**src/design/usb_irq_pkg.sv**
```systemverilog
// Purpose: Shared constants and carriers for the USB interrupt and endpoint status block.
// Assumes: 10 MHz system clock, AXI4-Lite register access, 8-bit registers in the low byte.
// Notes:   Byte offsets are word aligned; reserved bits read as zero.
package usb_irq_pkg;

  // Register byte offsets.
  localparam logic [11:0] OFF_PTR_LOW   = 12'h000;
  localparam logic [11:0] OFF_PTR_HIGH  = 12'h004;
  localparam logic [11:0] OFF_CTRL_A    = 12'h008;
  localparam logic [11:0] OFF_CTRL_B    = 12'h00C;
  localparam logic [11:0] OFF_FLAGA_CLR = 12'h010;
  localparam logic [11:0] OFF_FLAGA_SET = 12'h014;
  localparam logic [11:0] OFF_FLAGB_CLR = 12'h018;
  localparam logic [11:0] OFF_FLAGB_SET = 12'h01C;
  localparam logic [11:0] OFF_TRIM_LOW  = 12'h020;
  localparam logic [11:0] OFF_TRIM_HIGH = 12'h024;
  localparam logic [11:0] OFF_LINK_STAT = 12'h028;
  localparam logic [11:0] OFF_EP_BASE   = 12'h100;
  localparam logic [11:0] OFF_EP_LAST   = 12'h17C;

  // Control register A and B field positions.
  localparam int BIT_SOF_EN   = 7;
  localparam int BIT_BUSEV_EN = 6;
  localparam int BIT_FAULT_EN = 5;
  localparam int BIT_STALL_EN = 4;
  localparam int BIT_XFER_EN  = 1;
  localparam int BIT_SETUP_EN = 0;

  // Flag register A and B positions.
  localparam int FA_SOF   = 7;
  localparam int FA_IDLE  = 6;
  localparam int FA_WAKE  = 5;
  localparam int FA_RESET = 4;
  localparam int FA_CRC   = 3;
  localparam int FA_STARV = 2;
  localparam int FA_REFUS = 1;
  localparam int FA_STALL = 0;
  localparam int FB_XFER  = 1;
  localparam int FB_SETUP = 0;

  // Endpoint status bit positions.
  localparam int EP_STALL_CRC = 7;
  localparam int EP_STARVE    = 6;
  localparam int EP_XFER_DONE = 5;
  localparam int EP_XFER_ALT  = 4;

  // Descriptor layout.
  localparam int EP_COUNT     = 16;
  localparam int EP_STRIDE    = 16;
  localparam int EP_IN_OFFSET = 8;

  // Reset values and writable masks.
  localparam logic [7:0] RST_BYTE     = 8'h00;
  localparam logic [7:0] MASK_CTRL_A  = 8'hF3;
  localparam logic [7:0] MASK_CTRL_B  = 8'h03;
  localparam logic [7:0] MASK_PTR_LOW = 8'hFE;

  // Bus responses.
  localparam logic [1:0] RESP_OKAY   = 2'h0;
  localparam logic [1:0] RESP_SLVERR = 2'h2;

  // Suspend detection timing.
  localparam int IDLE_TIME_US = 3000;
  localparam int CLK_MHZ      = 10;
  localparam int IDLE_CYCLES  = IDLE_TIME_US * CLK_MHZ;

  typedef enum logic [1:0] {
    LINK_ACTIVE    = 2'b01,
    LINK_SUSPENDED = 2'b10
  } link_state_type;

  // One endpoint event reported by the transfer engine.
  typedef struct packed {
    logic       valid;
    logic [3:0] ep_num;
    logic       dir_in;
    logic       iso;
    logic       stall;
    logic       crc_err;
    logic       starved;
    logic       xfer_ok;
    logic       setup_ok;
  } ep_event_type;

endpackage

```
**src/design/usb_irq_status.sv**
```systemverilog
// Purpose: Interrupt enables, interrupt flags and endpoint status for a USB device.
// Assumes: Transfer engine reports bus and endpoint events as one-cycle pulses.
// Notes:   Registers are reached over AXI4-Lite with one write and one read in flight.
// Functional notes
// - High byte of descriptor table pointer register.
// - Control A bit 7 enables frame-start interrupt.
// - Bit 6 enables idle, wake, reset interrupts.
// - Bit 5 enables check error, starve, refuse.
// - Bit 4 enables stall interrupt.
// - Zero level field suppresses every interrupt.
// - Control B bit 1 enables transfer-done interrupt.
// - Control B bit 0 enables setup-done interrupt.
// - Clear and set addresses, ones act, same read.
// - Frame-start packet sets flag bit 7.
// - Three milliseconds idle sets flag bit 6.
// - Bus activity while suspended sets wake asynchronously.
// - Bus reset condition sets flag bit 4.
// - Isochronous check failure sets flag bit 3.
// - Starved IN endpoint sets flag bit 2.
// - Refused OUT data sets flag bit 1.
// - Stall handshake sets flag bit 0.
// - Pending completion sets B1; setup sets B0.
// - Sixteen endpoints, OUT at base+16n, IN +8.
// - Status bit 7 stall or OUT isochronous error.
// - Status bit 6 starve or refuse.
// - Bits 5 and 4 mark completions, write-one clears.
//
// The register addresses and the AXI4-Lite slave port are this design's own decisions.
`timescale 1ns/1ps
module usb_irq_status
#(
  parameter int IDLE_LIMIT = usb_irq_pkg::IDLE_CYCLES
)
(
  // Clock and reset
  input  wire logic                       sys_clk_in,
  input  wire logic                       rst_in,
  // AXI4-Lite slave
  input  wire logic                       s_axi_awvalid_in,
  output      logic                       s_axi_awready_out,
  input  wire logic [11:0]                s_axi_awaddr_in,
  input  wire logic                       s_axi_wvalid_in,
  output      logic                       s_axi_wready_out,
  input  wire logic [31:0]                s_axi_wdata_in,
  input  wire logic [3:0]                 s_axi_wstrb_in,
  output      logic                       s_axi_bvalid_out,
  input  wire logic                       s_axi_bready_in,
  output      logic [1:0]                 s_axi_bresp_out,
  input  wire logic                       s_axi_arvalid_in,
  output      logic                       s_axi_arready_out,
  input  wire logic [11:0]                s_axi_araddr_in,
  output      logic                       s_axi_rvalid_out,
  input  wire logic                       s_axi_rready_in,
  output      logic [31:0]                s_axi_rdata_out,
  output      logic [1:0]                 s_axi_rresp_out,
  // Bus events from the line front end
  input  wire logic                       sof_rx_in,
  input  wire logic                       bus_idle_in,
  input  wire logic                       bus_reset_in,
  input  wire logic                       fifo_pending_in,
  input  wire usb_irq_pkg::ep_event_type  ep_event_in,
  // Descriptor address of the last endpoint event
  output      logic [15:0]                desc_addr_out,
  output      logic                       desc_valid_out,
  // Pad trim value and interrupt outputs
  output      logic [15:0]                pad_trim_out,
  output      logic                       irq_out,
  output      logic [1:0]                 irq_level_out,
  output      logic                       bus_wake_out
);

  typedef struct packed {
    logic                        aw_held;
    logic                        w_held;
    logic [11:0]                 awaddr;
    logic [7:0]                  wdata;
    logic                        wstrb0;
    logic                        bvalid;
    logic [1:0]                  bresp;
    logic                        rvalid;
    logic [7:0]                  rdata;
    logic [1:0]                  rresp;
    logic [7:0]                  ptr_low;
    logic [7:0]                  ptr_high;
    logic [7:0]                  ctrl_a;
    logic [7:0]                  ctrl_b;
    logic [7:0]                  flags_a;
    logic [7:0]                  flags_b;
    logic [7:0]                  trim_low;
    logic [7:0]                  trim_high;
    usb_irq_pkg::link_state_type link;
    logic [15:0]                 idle_cnt;
    logic [15:0]                 desc_addr;
    logic                        desc_valid;
    logic [31:0][7:0]            ep_stat;
  } state_type;

  state_type q;
  state_type d;

  // True when an address falls inside the endpoint status window.
  function automatic logic in_ep_window(input logic [11:0] a);
    in_ep_window = (a >= usb_irq_pkg::OFF_EP_BASE) && (a <= usb_irq_pkg::OFF_EP_LAST);
  endfunction

  // Index into the endpoint status array: endpoint times two, IN in bit 0.
  function automatic logic [4:0] ep_index(input logic [11:0] a);
    ep_index = a[6:2];
  endfunction

  // Register read decode shared by the read path and the write response.
  function automatic logic mapped(input logic [11:0] a);
    mapped = (a[1:0] == 2'h0) && ((a <= usb_irq_pkg::OFF_LINK_STAT) || in_ep_window(a));
  endfunction

  logic       wr_fire;
  logic       rd_fire;
  logic [7:0] wr_byte;
  logic [7:0] rd_byte;
  logic [7:0] hw_set_a;
  logic [7:0] hw_set_b;
  logic       level_on;
  logic       irq_pending;
  logic       ev_in;
  logic [4:0] ev_idx;

  assign s_axi_awready_out = !q.aw_held && !q.bvalid;
  assign s_axi_wready_out  = !q.w_held && !q.bvalid;
  assign s_axi_arready_out = !q.rvalid;
  assign wr_fire = q.aw_held && q.w_held && !q.bvalid;
  assign rd_fire = s_axi_arvalid_in && s_axi_arready_out;
  assign wr_byte = q.wstrb0 ? q.wdata : 8'h00;
  assign ev_in   = ep_event_in.valid;
  assign ev_idx  = {ep_event_in.ep_num, ep_event_in.dir_in};

  // Hardware event sources; they are merged after software clears so that set wins.
  always_comb
  begin
    hw_set_a = 8'h00;
    hw_set_b = 8'h00;
    hw_set_a[usb_irq_pkg::FA_SOF]   = sof_rx_in;
    hw_set_a[usb_irq_pkg::FA_IDLE]  = (q.link == usb_irq_pkg::LINK_ACTIVE) && bus_idle_in
                                      && !bus_reset_in
                                      && (q.idle_cnt == 16'(IDLE_LIMIT - 1));
    hw_set_a[usb_irq_pkg::FA_WAKE]  = bus_wake_out;
    hw_set_a[usb_irq_pkg::FA_RESET] = bus_reset_in;
    hw_set_a[usb_irq_pkg::FA_CRC]   = ev_in && ep_event_in.crc_err
                                      && ep_event_in.iso;
    hw_set_a[usb_irq_pkg::FA_STARV] = ev_in && ep_event_in.starved
                                      && ep_event_in.dir_in;
    hw_set_a[usb_irq_pkg::FA_REFUS] = ev_in && ep_event_in.starved
                                      && !ep_event_in.dir_in;
    hw_set_a[usb_irq_pkg::FA_STALL] = ev_in && ep_event_in.stall;
    hw_set_b[usb_irq_pkg::FB_XFER]  = fifo_pending_in;
    hw_set_b[usb_irq_pkg::FB_SETUP] = ev_in && ep_event_in.setup_ok;
  end

  // Read data mux; both flag addresses return the same byte.
  always_comb
  begin
    rd_byte = 8'h00;
    case (s_axi_araddr_in)
      usb_irq_pkg::OFF_PTR_LOW:   rd_byte = q.ptr_low;
      usb_irq_pkg::OFF_PTR_HIGH:  rd_byte = q.ptr_high;
      usb_irq_pkg::OFF_CTRL_A:    rd_byte = q.ctrl_a;
      usb_irq_pkg::OFF_CTRL_B:    rd_byte = q.ctrl_b;
      usb_irq_pkg::OFF_FLAGA_CLR: rd_byte = q.flags_a;
      usb_irq_pkg::OFF_FLAGA_SET: rd_byte = q.flags_a;
      usb_irq_pkg::OFF_FLAGB_CLR: rd_byte = q.flags_b;
      usb_irq_pkg::OFF_FLAGB_SET: rd_byte = q.flags_b;
      usb_irq_pkg::OFF_TRIM_LOW:  rd_byte = q.trim_low;
      usb_irq_pkg::OFF_TRIM_HIGH: rd_byte = q.trim_high;
      usb_irq_pkg::OFF_LINK_STAT: rd_byte = {7'h00, q.link == usb_irq_pkg::LINK_SUSPENDED};
      default:
      begin
        if (in_ep_window(s_axi_araddr_in) && (s_axi_araddr_in[1:0] == 2'h0))
        begin
          rd_byte = q.ep_stat[ep_index(s_axi_araddr_in)];
        end
      end
    endcase
  end

  always_comb
  begin
    d = q;
    // Write address and data are taken in either order and held until both are present.
    if (s_axi_awvalid_in && s_axi_awready_out)
    begin
      d.aw_held = 1'b1;
      d.awaddr  = s_axi_awaddr_in;
    end
    if (s_axi_wvalid_in && s_axi_wready_out)
    begin
      d.w_held = 1'b1;
      d.wdata  = s_axi_wdata_in[7:0];
      d.wstrb0 = s_axi_wstrb_in[0];
    end
    if (q.bvalid && s_axi_bready_in)
    begin
      d.bvalid = 1'b0;
    end
    if (q.rvalid && s_axi_rready_in)
    begin
      d.rvalid = 1'b0;
    end
    if (rd_fire)
    begin
      d.rvalid = 1'b1;
      d.rdata  = rd_byte;
      d.rresp  = mapped(s_axi_araddr_in) ? usb_irq_pkg::RESP_OKAY : usb_irq_pkg::RESP_SLVERR;
    end

    // Software writes; flag clears come first so hardware sets below override them.
    if (wr_fire)
    begin
      d.aw_held = 1'b0;
      d.w_held  = 1'b0;
      d.bvalid  = 1'b1;
      d.bresp   = mapped(q.awaddr) ? usb_irq_pkg::RESP_OKAY : usb_irq_pkg::RESP_SLVERR;
      case (q.awaddr)
        usb_irq_pkg::OFF_PTR_LOW:   d.ptr_low   = wr_byte & usb_irq_pkg::MASK_PTR_LOW;
        usb_irq_pkg::OFF_PTR_HIGH:  d.ptr_high  = wr_byte;
        usb_irq_pkg::OFF_CTRL_A:    d.ctrl_a    = wr_byte & usb_irq_pkg::MASK_CTRL_A;
        usb_irq_pkg::OFF_CTRL_B:    d.ctrl_b    = wr_byte & usb_irq_pkg::MASK_CTRL_B;
        usb_irq_pkg::OFF_FLAGA_CLR: d.flags_a   = q.flags_a & ~wr_byte;
        usb_irq_pkg::OFF_FLAGA_SET: d.flags_a   = q.flags_a | wr_byte;
        usb_irq_pkg::OFF_FLAGB_CLR: d.flags_b   = q.flags_b & ~(wr_byte & 8'h03);
        usb_irq_pkg::OFF_FLAGB_SET: d.flags_b   = q.flags_b | (wr_byte & 8'h03);
        usb_irq_pkg::OFF_TRIM_LOW:  d.trim_low  = wr_byte;
        usb_irq_pkg::OFF_TRIM_HIGH: d.trim_high = wr_byte;
        default:
        begin
          // Endpoint status bits 7 to 4 clear by writing one.
          if (in_ep_window(q.awaddr) && (q.awaddr[1:0] == 2'h0))
          begin
            d.ep_stat[ep_index(q.awaddr)] = q.ep_stat[ep_index(q.awaddr)] & ~wr_byte;
          end
        end
      endcase
    end
    d.flags_a = d.flags_a | hw_set_a;
    d.flags_b = d.flags_b | hw_set_b;

    // Suspend timing: the idle counter only runs while the line stays idle.
    case (q.link)
      usb_irq_pkg::LINK_ACTIVE:
      begin
        if (!bus_idle_in || bus_reset_in)
        begin
          d.idle_cnt = 16'h0000;
        end
        else if (hw_set_a[usb_irq_pkg::FA_IDLE])
        begin
          d.idle_cnt = 16'h0000;
          d.link     = usb_irq_pkg::LINK_SUSPENDED;
        end
        else
        begin
          d.idle_cnt = q.idle_cnt + 16'h0001;
        end
      end
      usb_irq_pkg::LINK_SUSPENDED:
      begin
        if (!bus_idle_in || bus_reset_in)
        begin
          d.link = usb_irq_pkg::LINK_ACTIVE;
        end
      end
      default:
      begin
        d.link     = usb_irq_pkg::LINK_ACTIVE;
        d.idle_cnt = 16'h0000;
      end
    endcase

    // Endpoint event: locate the descriptor and mark its status byte.
    d.desc_valid = ev_in;
    if (ev_in)
    begin
      d.desc_addr = {q.ptr_high, q.ptr_low}
                    + {8'h00, ep_event_in.ep_num, 4'h0}
                    + (ep_event_in.dir_in ? 16'(usb_irq_pkg::EP_IN_OFFSET)
                                          : 16'h0000);
      if (ep_event_in.stall || (ep_event_in.crc_err && ep_event_in.iso && !ep_event_in.dir_in))
      begin
        d.ep_stat[ev_idx][usb_irq_pkg::EP_STALL_CRC] = 1'b1;
      end
      if (ep_event_in.starved)
      begin
        d.ep_stat[ev_idx][usb_irq_pkg::EP_STARVE] = 1'b1;
      end
      if (ep_event_in.xfer_ok)
      begin
        d.ep_stat[ev_idx][usb_irq_pkg::EP_XFER_DONE] = 1'b1;
        d.ep_stat[ev_idx][usb_irq_pkg::EP_XFER_ALT]  = 1'b1;
      end
      if (ep_event_in.setup_ok)
      begin
        d.ep_stat[ev_idx][usb_irq_pkg::EP_XFER_ALT] = 1'b1;
      end
    end
  end

  always_ff @(posedge sys_clk_in)
  begin
    if (rst_in)
    begin
      q           <= '0;
      q.ctrl_a    <= usb_irq_pkg::RST_BYTE;
      q.ctrl_b    <= usb_irq_pkg::RST_BYTE;
      q.ptr_low   <= usb_irq_pkg::RST_BYTE;
      q.ptr_high  <= usb_irq_pkg::RST_BYTE;
      q.link      <= usb_irq_pkg::LINK_ACTIVE;
    end
    else
    begin
      q <= d;
    end
  end

  // Interrupt request; a zero level silences every source.
  assign level_on    = (q.ctrl_a[1:0] != 2'h0);
  assign irq_pending =
      (q.flags_a[usb_irq_pkg::FA_SOF] && q.ctrl_a[usb_irq_pkg::BIT_SOF_EN])
    || ((|q.flags_a[6:4]) && q.ctrl_a[usb_irq_pkg::BIT_BUSEV_EN])
    || ((|q.flags_a[3:1]) && q.ctrl_a[usb_irq_pkg::BIT_FAULT_EN])
    || (q.flags_a[usb_irq_pkg::FA_STALL] && q.ctrl_a[usb_irq_pkg::BIT_STALL_EN])
    || (q.flags_b[usb_irq_pkg::FB_XFER] && q.ctrl_b[usb_irq_pkg::BIT_XFER_EN])
    || (q.flags_b[usb_irq_pkg::FB_SETUP] && q.ctrl_b[usb_irq_pkg::BIT_SETUP_EN]);
  // The wake term is combinational so a halted clock still lets it reach the CPU.
  assign bus_wake_out  = (q.link == usb_irq_pkg::LINK_SUSPENDED) && !bus_idle_in;
  assign irq_out       = level_on && (irq_pending
                         || (bus_wake_out && q.ctrl_a[usb_irq_pkg::BIT_BUSEV_EN]));
  assign irq_level_out = q.ctrl_a[1:0];

  assign s_axi_bvalid_out = q.bvalid;
  assign s_axi_bresp_out  = q.bresp;
  assign s_axi_rvalid_out = q.rvalid;
  assign s_axi_rdata_out  = {24'h000000, q.rdata};
  assign s_axi_rresp_out  = q.rresp;
  assign desc_addr_out    = q.desc_addr;
  assign desc_valid_out   = q.desc_valid;
  assign pad_trim_out     = {q.trim_high, q.trim_low};
endmodule

```
**config.mk**
```make
export PLATFORM = sky130hd
export DESIGN_NAME = usb_irq_status
export DESIGN_NICKNAME = d
export VERILOG_FILES = /design/src/design/usb_irq_pkg.sv /design/src/design/usb_irq_status.sv
export SDC_FILE = /design/constraint.sdc
export NUM_CORES = 1
export LEC_CHECK = 0
export BUFFER_PORTS_ARGS = -buffer_cell sky130_fd_sc_hd__buf_2
export CORE_AREA = 2 2 169 188
export CTS_CLUSTER_SIZE = 8
export DETAILED_ROUTE_END_ITERATION = 6
export DIE_AREA = 0 0 171 190
export PLACE_DENSITY = 0.93
export SETUP_SLACK_MARGIN = 0.4
export SLEW_MARGIN = 20
export SYNTH_ARGS = -nofsm -noshare
export SYNTH_HDL_FRONTEND = slang
export SYNTH_SLANG_ARGS = --single-unit
```
**constraint.sdc**
```tcl
create_clock -name sys_clk_in -period 3.6 [get_ports sys_clk_in]
set_input_delay 0.36 -clock sys_clk_in [delete_from_list [all_inputs] [get_ports sys_clk_in]]
set_output_delay 0.36 -clock sys_clk_in [all_outputs]
set_load 0.01 [all_outputs]
```
Yosys cells after proc, flatten, opt, wreduce, memory -nomap -nowiden
Index checks and enable logic that the tools add are counted.
{ "totals": {"output_inout_bits": 78, "ff_bits": 383, "in_bits": 83, "wordCells": 230} }
{ "classes": {"n_bitwise": 14, "reduce_logical": 75, "magnitude_cmp": 11, "addsub": 3, "n_eq_ne": 25, "n_mux": 48} }
{ "ops": {"columns": ["cell", "count"], "rows": [
  ["2-to-1 mux 256 bit", 11],
  ["bitwise OR 256 bit", 5],
  ["bitwise mux 256 bit", 1],
  ["demux 8 bit (select 5 bit)", 5],
  ["equality test 12 x 5 -> 1 bit, second input constant", 8],
  ["binary-select mux 8 bit (select 5 bit)", 2],
  ["one-hot mux 8 bit (9 select lines)", 1],
  ["2-to-1 mux 8 bit", 8],
  ["equality test 12 x 6 -> 1 bit, second input constant", 5],
  ["equality test 12 x 4 -> 1 bit, second input constant", 4],
  ["logical AND 1 bit", 38],
  ["2-to-1 mux 16 bit", 2],
  ["2-to-1 mux 32 bit", 1],
  ["one-hot mux 16 bit (2 select lines)", 1],
  ["one-hot mux 8 bit (2 select lines)", 2],
  ["AND 8 bit", 3],
  ["equality test 12 x 3 -> 1 bit, second input constant", 2],
  ["greater-or-equal comparator 12 x 9 -> 1 bit, second input constant", 2],
  ["<= comparator 12 x 6 -> 1 bit, second input constant", 2],
  ["<= comparator 12 x 9 -> 1 bit, second input constant", 2],
  ["logical NOT 12 bit", 2],
  ["< comparator 5 x 6 -> 1 bit, second input constant", 3],
  ["adder 16 x 1 -> 16 bit, second input constant", 1],
  ["adder 16 x 4 -> 16 bit", 1],
  ["28 further kinds", 64]
]} }

Longest topological paths before layout
Gate-level depths: netlist of run 1.
{ "logic_depth": {"word_depth": 21, "ltp_mapped": 11, "ltp_nobuf": 9} }

Worst setup path before layout of run 1
Ideal clock, no wire load.
{ "synth_path": {"path_type": "input-to-reg", "from": "input port s_axi_araddr_in[2]", "to": "register q, in the netlist s_axi_rdata_out[4]", "stages": 9, "arrival_time_ns": 2.230, "setup_time_ns": 0.122, "required_ns": 3.478, "setup_slack_ns": 1.249, "path_buffers": 4, "path_cell_list": "buf_2 -> buf_4 -> buf_2 -> buf_2 -> mux4_2 -> a211oi_1 -> o21ai_0 -> a221oi_1 -> nor2_1"} }
{ "synth_between": {"elab_chain_cells": 5, "word_cells_on_any_way": 21, "cone_classes": "order compare (2); eq/ne (10); mux (4); reduce/logical (5)"} }
{ "synth_lines": {"columns": ["element", "line", "text"], "rows": [
  ["from (decl)", "usb_irq_status.sv:51", "input wire logic [11:0] s_axi_araddr_in,"],
  ["greater-or-equal comparator 12 x 9 -> 1 bit / <= comparator 12 x 9 -> 1 bit (equally long branches)", "usb_irq_status.sv:103", "in_ep_window = (a >= usb_irq_pkg::OFF_EP_BASE) && (a <= usb_irq_pkg::OFF_EP_LAST);"],
  ["logical AND 1 bit", "usb_irq_status.sv:103", null],
  ["logical AND 1 bit", "usb_irq_status.sv:176", "if (in_ep_window(s_axi_araddr_in) && (s_axi_araddr_in[1:0] == 2'h0))"],
  ["2-to-1 mux 8 bit", "usb_irq_status.sv:176", null],
  ["one-hot mux 8 bit (9 select lines) (*)", "usb_irq_status.sv:162", "case (s_axi_araddr_in)"],
  ["to (decl)", "usb_irq_status.sv:98", "state_type q;"]
]} }
Mark *: on every way between the ends. The rest lies on a longest branch, timed or not. The select of a mux whose other input is x is not followed.
A chain may end at the register's enable or synchronous reset.

Worst setup path after layout of run 1
{ "layout_path": {"from": "register q[380] (netlist bit)", "to": "register q[125] (netlist bit)"} }
{ "layout_between": {"elab_chain_cells": 21, "word_cells_on_any_way": 40, "cone_classes": "order compare (4); eq/ne (9); mux (16); bitwise (6); reduce/logical (5)"} }
{ "layout_lines": {"columns": ["element", "line", "text"], "rows": [
  ["< comparator 5 x 6 -> 1 bit (not written as such) / greater-or-equal comparator 5 x 1 -> 1 bit (equally long branches)", "usb_irq_status.sv:237", "d.ep_stat[ep_index(q.awaddr)] = q.ep_stat[ep_index(q.awaddr)] & ~wr_byte;"],
  ["logical AND 1 bit (not written as such)", "usb_irq_status.sv:237", null],
  ["2-to-1 mux 8 bit (not written as such)", "usb_irq_status.sv:237", null],
  ["demux 8 bit (select 5 bit)", "usb_irq_status.sv:237", null],
  ["bitwise mux 256 bit", "usb_irq_status.sv:237", null],
  ["2-to-1 mux 256 bit", "usb_irq_status.sv:235", "if (in_ep_window(q.awaddr) && (q.awaddr[1:0] == 2'h0))"],
  ["2-to-1 mux 256 bit (*)", "usb_irq_status.sv:221", "case (q.awaddr)"],
  ["2-to-1 mux 256 bit (*)", "usb_irq_status.sv:215", "if (wr_fire)"],
  ["[... 4 more ...]", null, null],
  ["2-to-1 mux 256 bit", "usb_irq_status.sv:289", "if (ep_event_in.starved)"],
  ["2-to-1 mux 256 bit", "usb_irq_status.sv:279", "if (ev_in)"],
  ["bitwise OR 256 bit (no line) (2 in series)", null, null],
  ["2-to-1 mux 256 bit", "usb_irq_status.sv:293", "if (ep_event_in.xfer_ok)"],
  ["2-to-1 mux 256 bit", "usb_irq_status.sv:279", null],
  ["bitwise OR 256 bit (no line)", null, null],
  ["2-to-1 mux 256 bit", "usb_irq_status.sv:298", "if (ep_event_in.setup_ok)"],
  ["2-to-1 mux 256 bit (*)", "usb_irq_status.sv:279", null]
]} }
Marked as above.

==> results.md, run 1 <==
- Cell count of the worst hold path: 3
- Number of buffers on the longest clock path: 3
- Initial antenna violation count: 5
- Clock-pin slew reported for the worst setup and hold paths after clock tree synthesis: 0.05 ns
- Post-Route Setup TNS: 0 ns
- CTS Buf Count: 52
- Number of max-slew violations in the final report: 0
- Lkg Pwr: 7.25 nW
- Worst min path class: primary input to flop
- Worst setup skew after layout: 0.0212 ns
- Vertical die dimension: between 150 and 200 µm
- Worst path setup slack after routing: 0.396 ns
- Total wire length: about 66000 µm
- Critical Setup Path Class: flop to flop
- Share of the cycle needed by the critical path after routing: 0.890
- CTS H-tree lvls: 2
- Leading cell type in the layout, fill and taps excluded: sky130_fd_sc_hd__dfxtp_1
- Number of nets in the finished design: 2177
- Capturing element type of the critical path: flop
- Post-layout utilization of the core: 0.695
- Worst slack at placement: 0.525 ns
- Wire length of the first global-routing pass: 100000 µm
- Final weighted congestion in routability-driven placement: around 1.0
- Arrival time of the worst setup path: between 3 and 4 ns
- Share of final-layout standard cells stronger than drive strength 1: 0.186
- Worst-case headroom to the max-slew limit: 0.242
- Worst IR Drop VDD: 0.336 mV
- Most frequent cells in the layout: 372 x sky130_fd_sc_hd__dfxtp_1, 175 x sky130_fd_sc_hd__o21ai_0, 171 x sky130_fd_sc_hd__nand3_1
- Syn. warnings: 0
- Worst r2r path cells: 6
- Minimum setup slack among reg-to-reg paths: approximately 0.40 ns
- Dominant register cell in the synthesized netlist: sky130_fd_sc_hd__dfxtp_1
- Setup violations, final: 0
- Syn-to-layout area delta: 8.85%
- Synthesized area divided by synthesized cell count: around 9.4 µm²
- Number of antenna-violating nets in the routed design: 0
- Post-layout minimum cycle time: 3.20 ns
- Die footprint: approximately 32000 µm²
- Ratio of routed vias to standard cells: between 7 and 8
- Post-Synthesis Cell Area: roughly 20000 µm²
- Worst reg2reg startpoint: q[380]$_SDFFE_PP0P_
- Count of input and output buffers: ~110
- Post-CTS repair timing setup buffer count: 0
- Number of hold violations in the final report: 0
- Non-filler instance count after layout: 2515
- Clock insertion delay at the later pin of the skew report: ~0.58 ns
- Overall fraction of global-route tracks in use: 0.396
- Peak clock frequency supported by timing: approximately 310 MHz
- Worst Tran Pin Value: between 1 and 1.5 ns
- Number of placement rows: 68
- CTS tree: built
- Pwr/cell area: ~440 nW/µm²
- Number of top-level design ports: 161
- Startpoint Class: flop
- Core region area: roughly 31000 µm²
- Number of maximum-capacitance constraint violations: 0
- Per-cell routed wire length: around 26 µm
- Sum of overflow across all layers after global routing: 0
- Setup repair after global routing missed its margin: no
- Initial core utilization: 0.638
- Dpl hpwl: approximately 43000 µm
- Pre-antenna DRT Iters: 7
- Placed Cells incl. Taps: between 2000 and 2500
- Startpoint of the tightest hold check path: s_axi_awaddr_in[3]
- FF+latch count, synth: approximately 370
- Endpoint of the worst register-to-register path: q[125]$_SDFF_PP0_
- Number of global-route vias before repair: ~18000
- Failing checks: DRC
- Worst hold endpoint: q[381]$_SDFFE_PP0P_
- Total number of vias: roughly 19000
- Required @ worst endpoint: 4.01 ns
- Largest net degree at the start of global routing: 77
- Horiz. Die Dim: 171 µm
- Portion of the post-synthesis area used by sequential elements: 0.381
- Run status: finished, violations left
- Cell count after synthesis: between 2000 and 2500
- Share of synthesized registers carrying an async set or reset: 0
- Number of enable-type register cells in the synthesized netlist: 0
- Number of violations reported at the end of detailed-routing iteration 0: between 3000 and 4000
- Remaining DRCs: 31
- Worst-path maximum fanout: 29
- Clk sink count: about 370
- Distinct cell type count after synthesis: 80
- Clock root buffer master: sky130_fd_sc_hd__clkbuf_16
routing by layer:
metal,vias up,track usage,share of wire
met1,8768,0.464,0.32
li1,7803,-,-
met4,0,0.306,0.091
met5,-,0.00932,0
met3,556,0.126,0.15
met2,1926,0.601,0.44
how the worst max path moves through the flow:
stage	from	endpoint	slack [ns]	depth (start not counted)
after floorplan	s_axi_araddr_in[2]	s_axi_rdata_out[4]$_SDFFE_PP0P_	1.25	9
after global placement	q[380]$_SDFFE_PP0P_	q[220]$_SDFF_PP0_	0.55	7
after detailed placement	q[380]$_SDFFE_PP0P_	q[223]$_SDFF_PP0_	0.53	6
after CTS	q[380]$_SDFFE_PP0P_	q[52]$_SDFF_PP0_	0.43	7
after global routing	q[380]$_SDFFE_PP0P_	q[158]$_SDFF_PP0_	0.42	5
final	q[380]$_SDFFE_PP0P_	q[125]$_SDFF_PP0_	0.40	6
power breakdown:
part / switching, mW / total [mW] / internal, mW
Clock: 1.72 / 4.31 / 2.59
Combinational: 0.546 / 0.799 / 0.253
Sequential: 0.0855 / 4.29 / 4.20
Total: 2.35 / 9.39 / 7.04
layout make-up:
class                      count  area (µm²)
fill                        2039        9410
sequential                   374        7490
clock inverter                 2        17.5
tap                          420         526
inverter                      11        43.8
timing repair buffer         175        1100
multi-input combinational   1473       10900
clock buffer                  56        1350
antenna                        4        10.0
metrics by stage:
step           hold slack [ns]  power, mW  area (µm²)
6_report                0.0329       9.39       21400
5_1_grt                 0.0574       9.57       21400
4_1_cts                 0.0276       9.32       21400
3_5_place_dp             0.465       5.11       20000
3_3_place_gp             0.455       5.09       20000
2_1_floorplan            0.445       4.90       19800
sequential cells by signal, summed over array words and instances, names as in the netlist:
name	count
q	328
pad_trim_out	16
desc_addr_out	15
s_axi_rdata_out	8
irq_level_out	2
desc_valid_out	1
s_axi_bresp_out	1
s_axi_bvalid_out	1
s_axi_rresp_out	1
s_axi_rvalid_out	1
worst max-delay path, cell delays in order, from the launching register on:
cell,delay [ns]
sky130_fd_sc_hd__dfxtp_4,0.78
sky130_fd_sc_hd__buf_12,0.28
sky130_fd_sc_hd__buf_4,0.22
sky130_fd_sc_hd__and3_1,0.61
sky130_fd_sc_hd__nand2_1,0.62
sky130_fd_sc_hd__a22oi_1,0.39
sky130_fd_sc_hd__o22ai_1,0.12
cell families (layout without fill, tap and decap cells):
logic type	Yosys count	after routing	synth area share
adders and majority gates	7	7	0.00484
and+or+nand+nor	603	603	0.151
other	1	31	0.000191
xor gates and xnor gates	17	17	0.00758
DFF	374	374	0.381
muxes	220	220	0.189
AOI/OAI and AO/OA	599	599	0.193
buffers and inverters	263	244	0.0730
what timing repair did:
item / in CTS / in global routing
gates resized for setup: 0 / 3
hold buffers: 1 / 0
hold endpoints to repair: 1 / 0
endpoints found under the setup margin: 0 / 14
synth_stat cells, drive strengths merged, types with 8 or more instances:
| master | n | area [µm²] |
|---|---|---|
| a221oi | 12 | 111 |
| a211oi | 19 | 143 |
| nand3 | 173 | 866 |
| mux4 | 119 | 2700 |
| a22oi | 87 | 653 |
| nor2 | 132 | 503 |
| or3 | 8 | 50.1 |
| nor4 | 13 | 115 |
| nand2 | 149 | 569 |
| nor3 | 37 | 226 |
| nand2b | 9 | 56.3 |
| o22ai | 74 | 463 |
| o21ai | 212 | 1080 |
| a32oi | 35 | 307 |
| mux2i | 94 | 941 |
| clkbuf | 123 | 473 |
| xor2 | 12 | 105 |
| buf | 129 | 921 |
| a22o | 14 | 123 |
| nand3b | 10 | 75.1 |
| inv | 11 | 41.3 |
| dfxtp | 374 | 7490 |
| nor2b | 22 | 138 |
| and2 | 13 | 81.3 |
| a21oi | 92 | 460 |
| nand4 | 8 | 50.1 |
No activity file was read; power rests on OpenSTA's default activity.
==> inputs of run 2 (changes only) <==
- CORE_AREA: 2 2 169 188 -> 2 2 176 195
- DIE_AREA: 0 0 171 190 -> 0 0 178 197
- PLACE_DENSITY: 0.93 -> 0.87
==> run 2 against run 1 <==
- the run still ends with DRC left
- sequential cell count stayed put
- clock power is 2% higher
- register-to-register slack better by 0.04 ns
- largest power group unchanged
==> results.md, run 2 (synthesis results as in run 1) <==
- Run status: finished, violations left
- Failing checks: DRC
- Ratio of routed vias to standard cells: 7.35
- Wire length of the first global-routing pass: 99700 µm
- Number of flip-flops in the largest register: about 330
- Total number of vias: 18600
- Share of final-layout standard cells stronger than drive strength 1: 0.186
- Post-layout minimum cycle time: ~3.2 ns
- Count of input and output buffers: about 110
- Cell-by-cell listing of the critical path: buf_12 -> mux4_2 -> a22oi_1 -> nand3_1 -> o2111ai_1 -> buf_4 -> o21ai_0
- Number of max-slew violations in the final report: 0
- Pwr/cell area: ~440 nW/µm²
- Required @ worst endpoint: about 4 ns
- Remaining DRCs: 1
- CTS Buf Count: 52
- Worst setup skew after layout: roughly 0.016 ns
- Largest net degree at the start of global routing: 100
- Setup repair after global routing missed its margin: no
- Number of diodes added for antenna fixing: 0
- Worst-path maximum fanout: 38
- Capturing element type of the critical path: flop
- Worst min path class: primary input to flop
- Number of global-route vias before repair: ~18000
- Pre-antenna DRT Iters: 7
- Initial core utilization: 0.595
- Most frequent cells in the layout: 372 x sky130_fd_sc_hd__dfxtp_1, 175 x sky130_fd_sc_hd__o21ai_0, 173 x sky130_fd_sc_hd__nand3_1
- Leading cell type in the layout, fill and taps excluded: sky130_fd_sc_hd__dfxtp_1
- Minimum setup slack among reg-to-reg paths: approximately 0.44 ns
- Syn-to-layout area delta: 9.19%
- Per-cell routed wire length: 26.1 µm
- Register with the most flip-flops: q
- Lkg Pwr: between 7 and 8 nW
- Worst-case headroom to the max-slew limit: 0.253
- Final weighted congestion in routability-driven placement: 1.01
- Initial antenna violation count: 2
- Share of the cycle needed by the critical path after routing: 0.879
- Dpl hpwl: approximately 43000 µm
- Overall fraction of global-route tracks in use: 0.368
- Peak clock frequency supported by timing: roughly 320 MHz
- Core region area: 33000 µm²
- Gate family responsible for the most delay along the worst path: flip-flops
- Total wire length: between 60000 and 70000 µm
- Crit path max-delay cell type: sky130_fd_sc_hd__dfxtp_4
- Vertical die dimension: 197 µm
- Number of violations reported at the end of detailed-routing iteration 0: about 2900
- Worst IR Drop VDD: 0.359 mV
- Number of antenna-violating nets in the routed design: 0
- Tightest hold margin: just over 0.008 ns
- Number of nets in the finished design: 2180
- Number of maximum-capacitance constraint violations: 0
- Clk sink count: roughly 370
- CTS tree: built
- Clock-pin slew reported for the worst setup and hold paths after clock tree synthesis: 0.05 ns
- Number of buffers on the longest clock path: 3
- Number of top-level design ports: 161
- Post-Route Setup TNS: 0 ns
- CTS H-tree lvls: 2
- Critical Setup Path Class: flop to flop
- Horiz. Die Dim: between 150 and 200 µm
- Arrival time of the worst setup path: ~3.6 ns
- Startpoint Class: flop
- Setup violations, final: 0
- CP max stage delay: 0.77 ns
- Number of hold violations in the final report: 0
- Worst Tran Pin Value: 1.12 ns
- Clock insertion delay at the later pin of the skew report: between 0.5 and 0.6 ns
- Number of placement rows: 70
- Sum of overflow across all layers after global routing: 0
- Count of buffering cells on the critical path with inverters included: 2
- Die footprint: 35100 µm²
- Clock root buffer master: sky130_fd_sc_hd__clkbuf_16
==> run 2: cell count changes in the layout (fill, tap and decap cells not counted) <==
cell / change
sky130_fd_sc_hd__a221oi_1: -1
sky130_fd_sc_hd__a221oi_2: +1
sky130_fd_sc_hd__buf_12: +2
sky130_fd_sc_hd__buf_4: +1
sky130_fd_sc_hd__clkbuf_16: +1
sky130_fd_sc_hd__clkinv_8: +1
sky130_fd_sc_hd__diode_2: -4
sky130_fd_sc_hd__inv_6: -2
sky130_fd_sc_hd__nand3_1: +2
sky130_fd_sc_hd__nand3_2: -2
sky130_fd_sc_hd__nor2_2: +1
sky130_fd_sc_hd__nor2_4: -1
==> run 2: tightest hold or removal path, stage by stage <==
cell	delay, ns
sky130_fd_sc_hd__buf_2	0.09
sky130_fd_sc_hd__nand2_1	0.04
sky130_fd_sc_hd__a21oi_1	0.05
==> run 2: layout make-up <==
type,count,area (µm²)
clock buffer,57,1370
tap,432,541
inverter,11,43.8
timing repair buffer,178,1150
fill,2422,11600
sequential,374,7490
multi-input combinational,1473,10800
clock inverter,1,16.3
==> run 2: metrics by stage <==
step                      cells  utilization  power, mW  worst slack [ns]  instance area, µm²
after detailed placement   2466        0.607       5.12             0.446               20000
after global routing       2526        0.650       9.68             0.467               21500
after floorplan            2110            -       4.90              1.25               19800
after global placement     2466        0.607       5.10             0.567               20000
final                      2526        0.650       9.51             0.437               21500
after CTS                  2525        0.649       9.43             0.401               21400
==> run 2: per-layer routing <==
metal	vias to the layer above	GRT usage	wire (µm)
li1	7816	-	-
met1	8686	0.436	21900
met2	1613	0.560	28700
met3	454	0.119	9590
met4	4	0.267	5690
met5	-	0	45
==> run 2: power breakdown <==
group | switching, mW | leakage, nW | internal, mW
registers | 0.0837 | 3.02 | 4.20
clock network | 1.78 | 0.682 | 2.63
logic | 0.556 | 3.57 | 0.257
==> run 2: worst paths after layout <==
kind                                           from                   to  cells past startpoint
worst max-delay path            q[381]$_SDFFE_PP0P_     q[55]$_SDFF_PP0_                      7
worst min-delay path             s_axi_awaddr_in[2]  q[380]$_SDFFE_PP0P_                      3
worst max register to register  q[381]$_SDFFE_PP0P_     q[55]$_SDFF_PP0_                      7
worst min register to register  q[374]$_SDFFE_PP0P_  q[374]$_SDFFE_PP0P_                      2
==> run 2: timing repair <==
item,CTS,global route
resized for setup,0,1
setup buffers,0,1
hold endpoints to repair,1,0
hold buffers,1,0
setup endpoints to repair,0,64
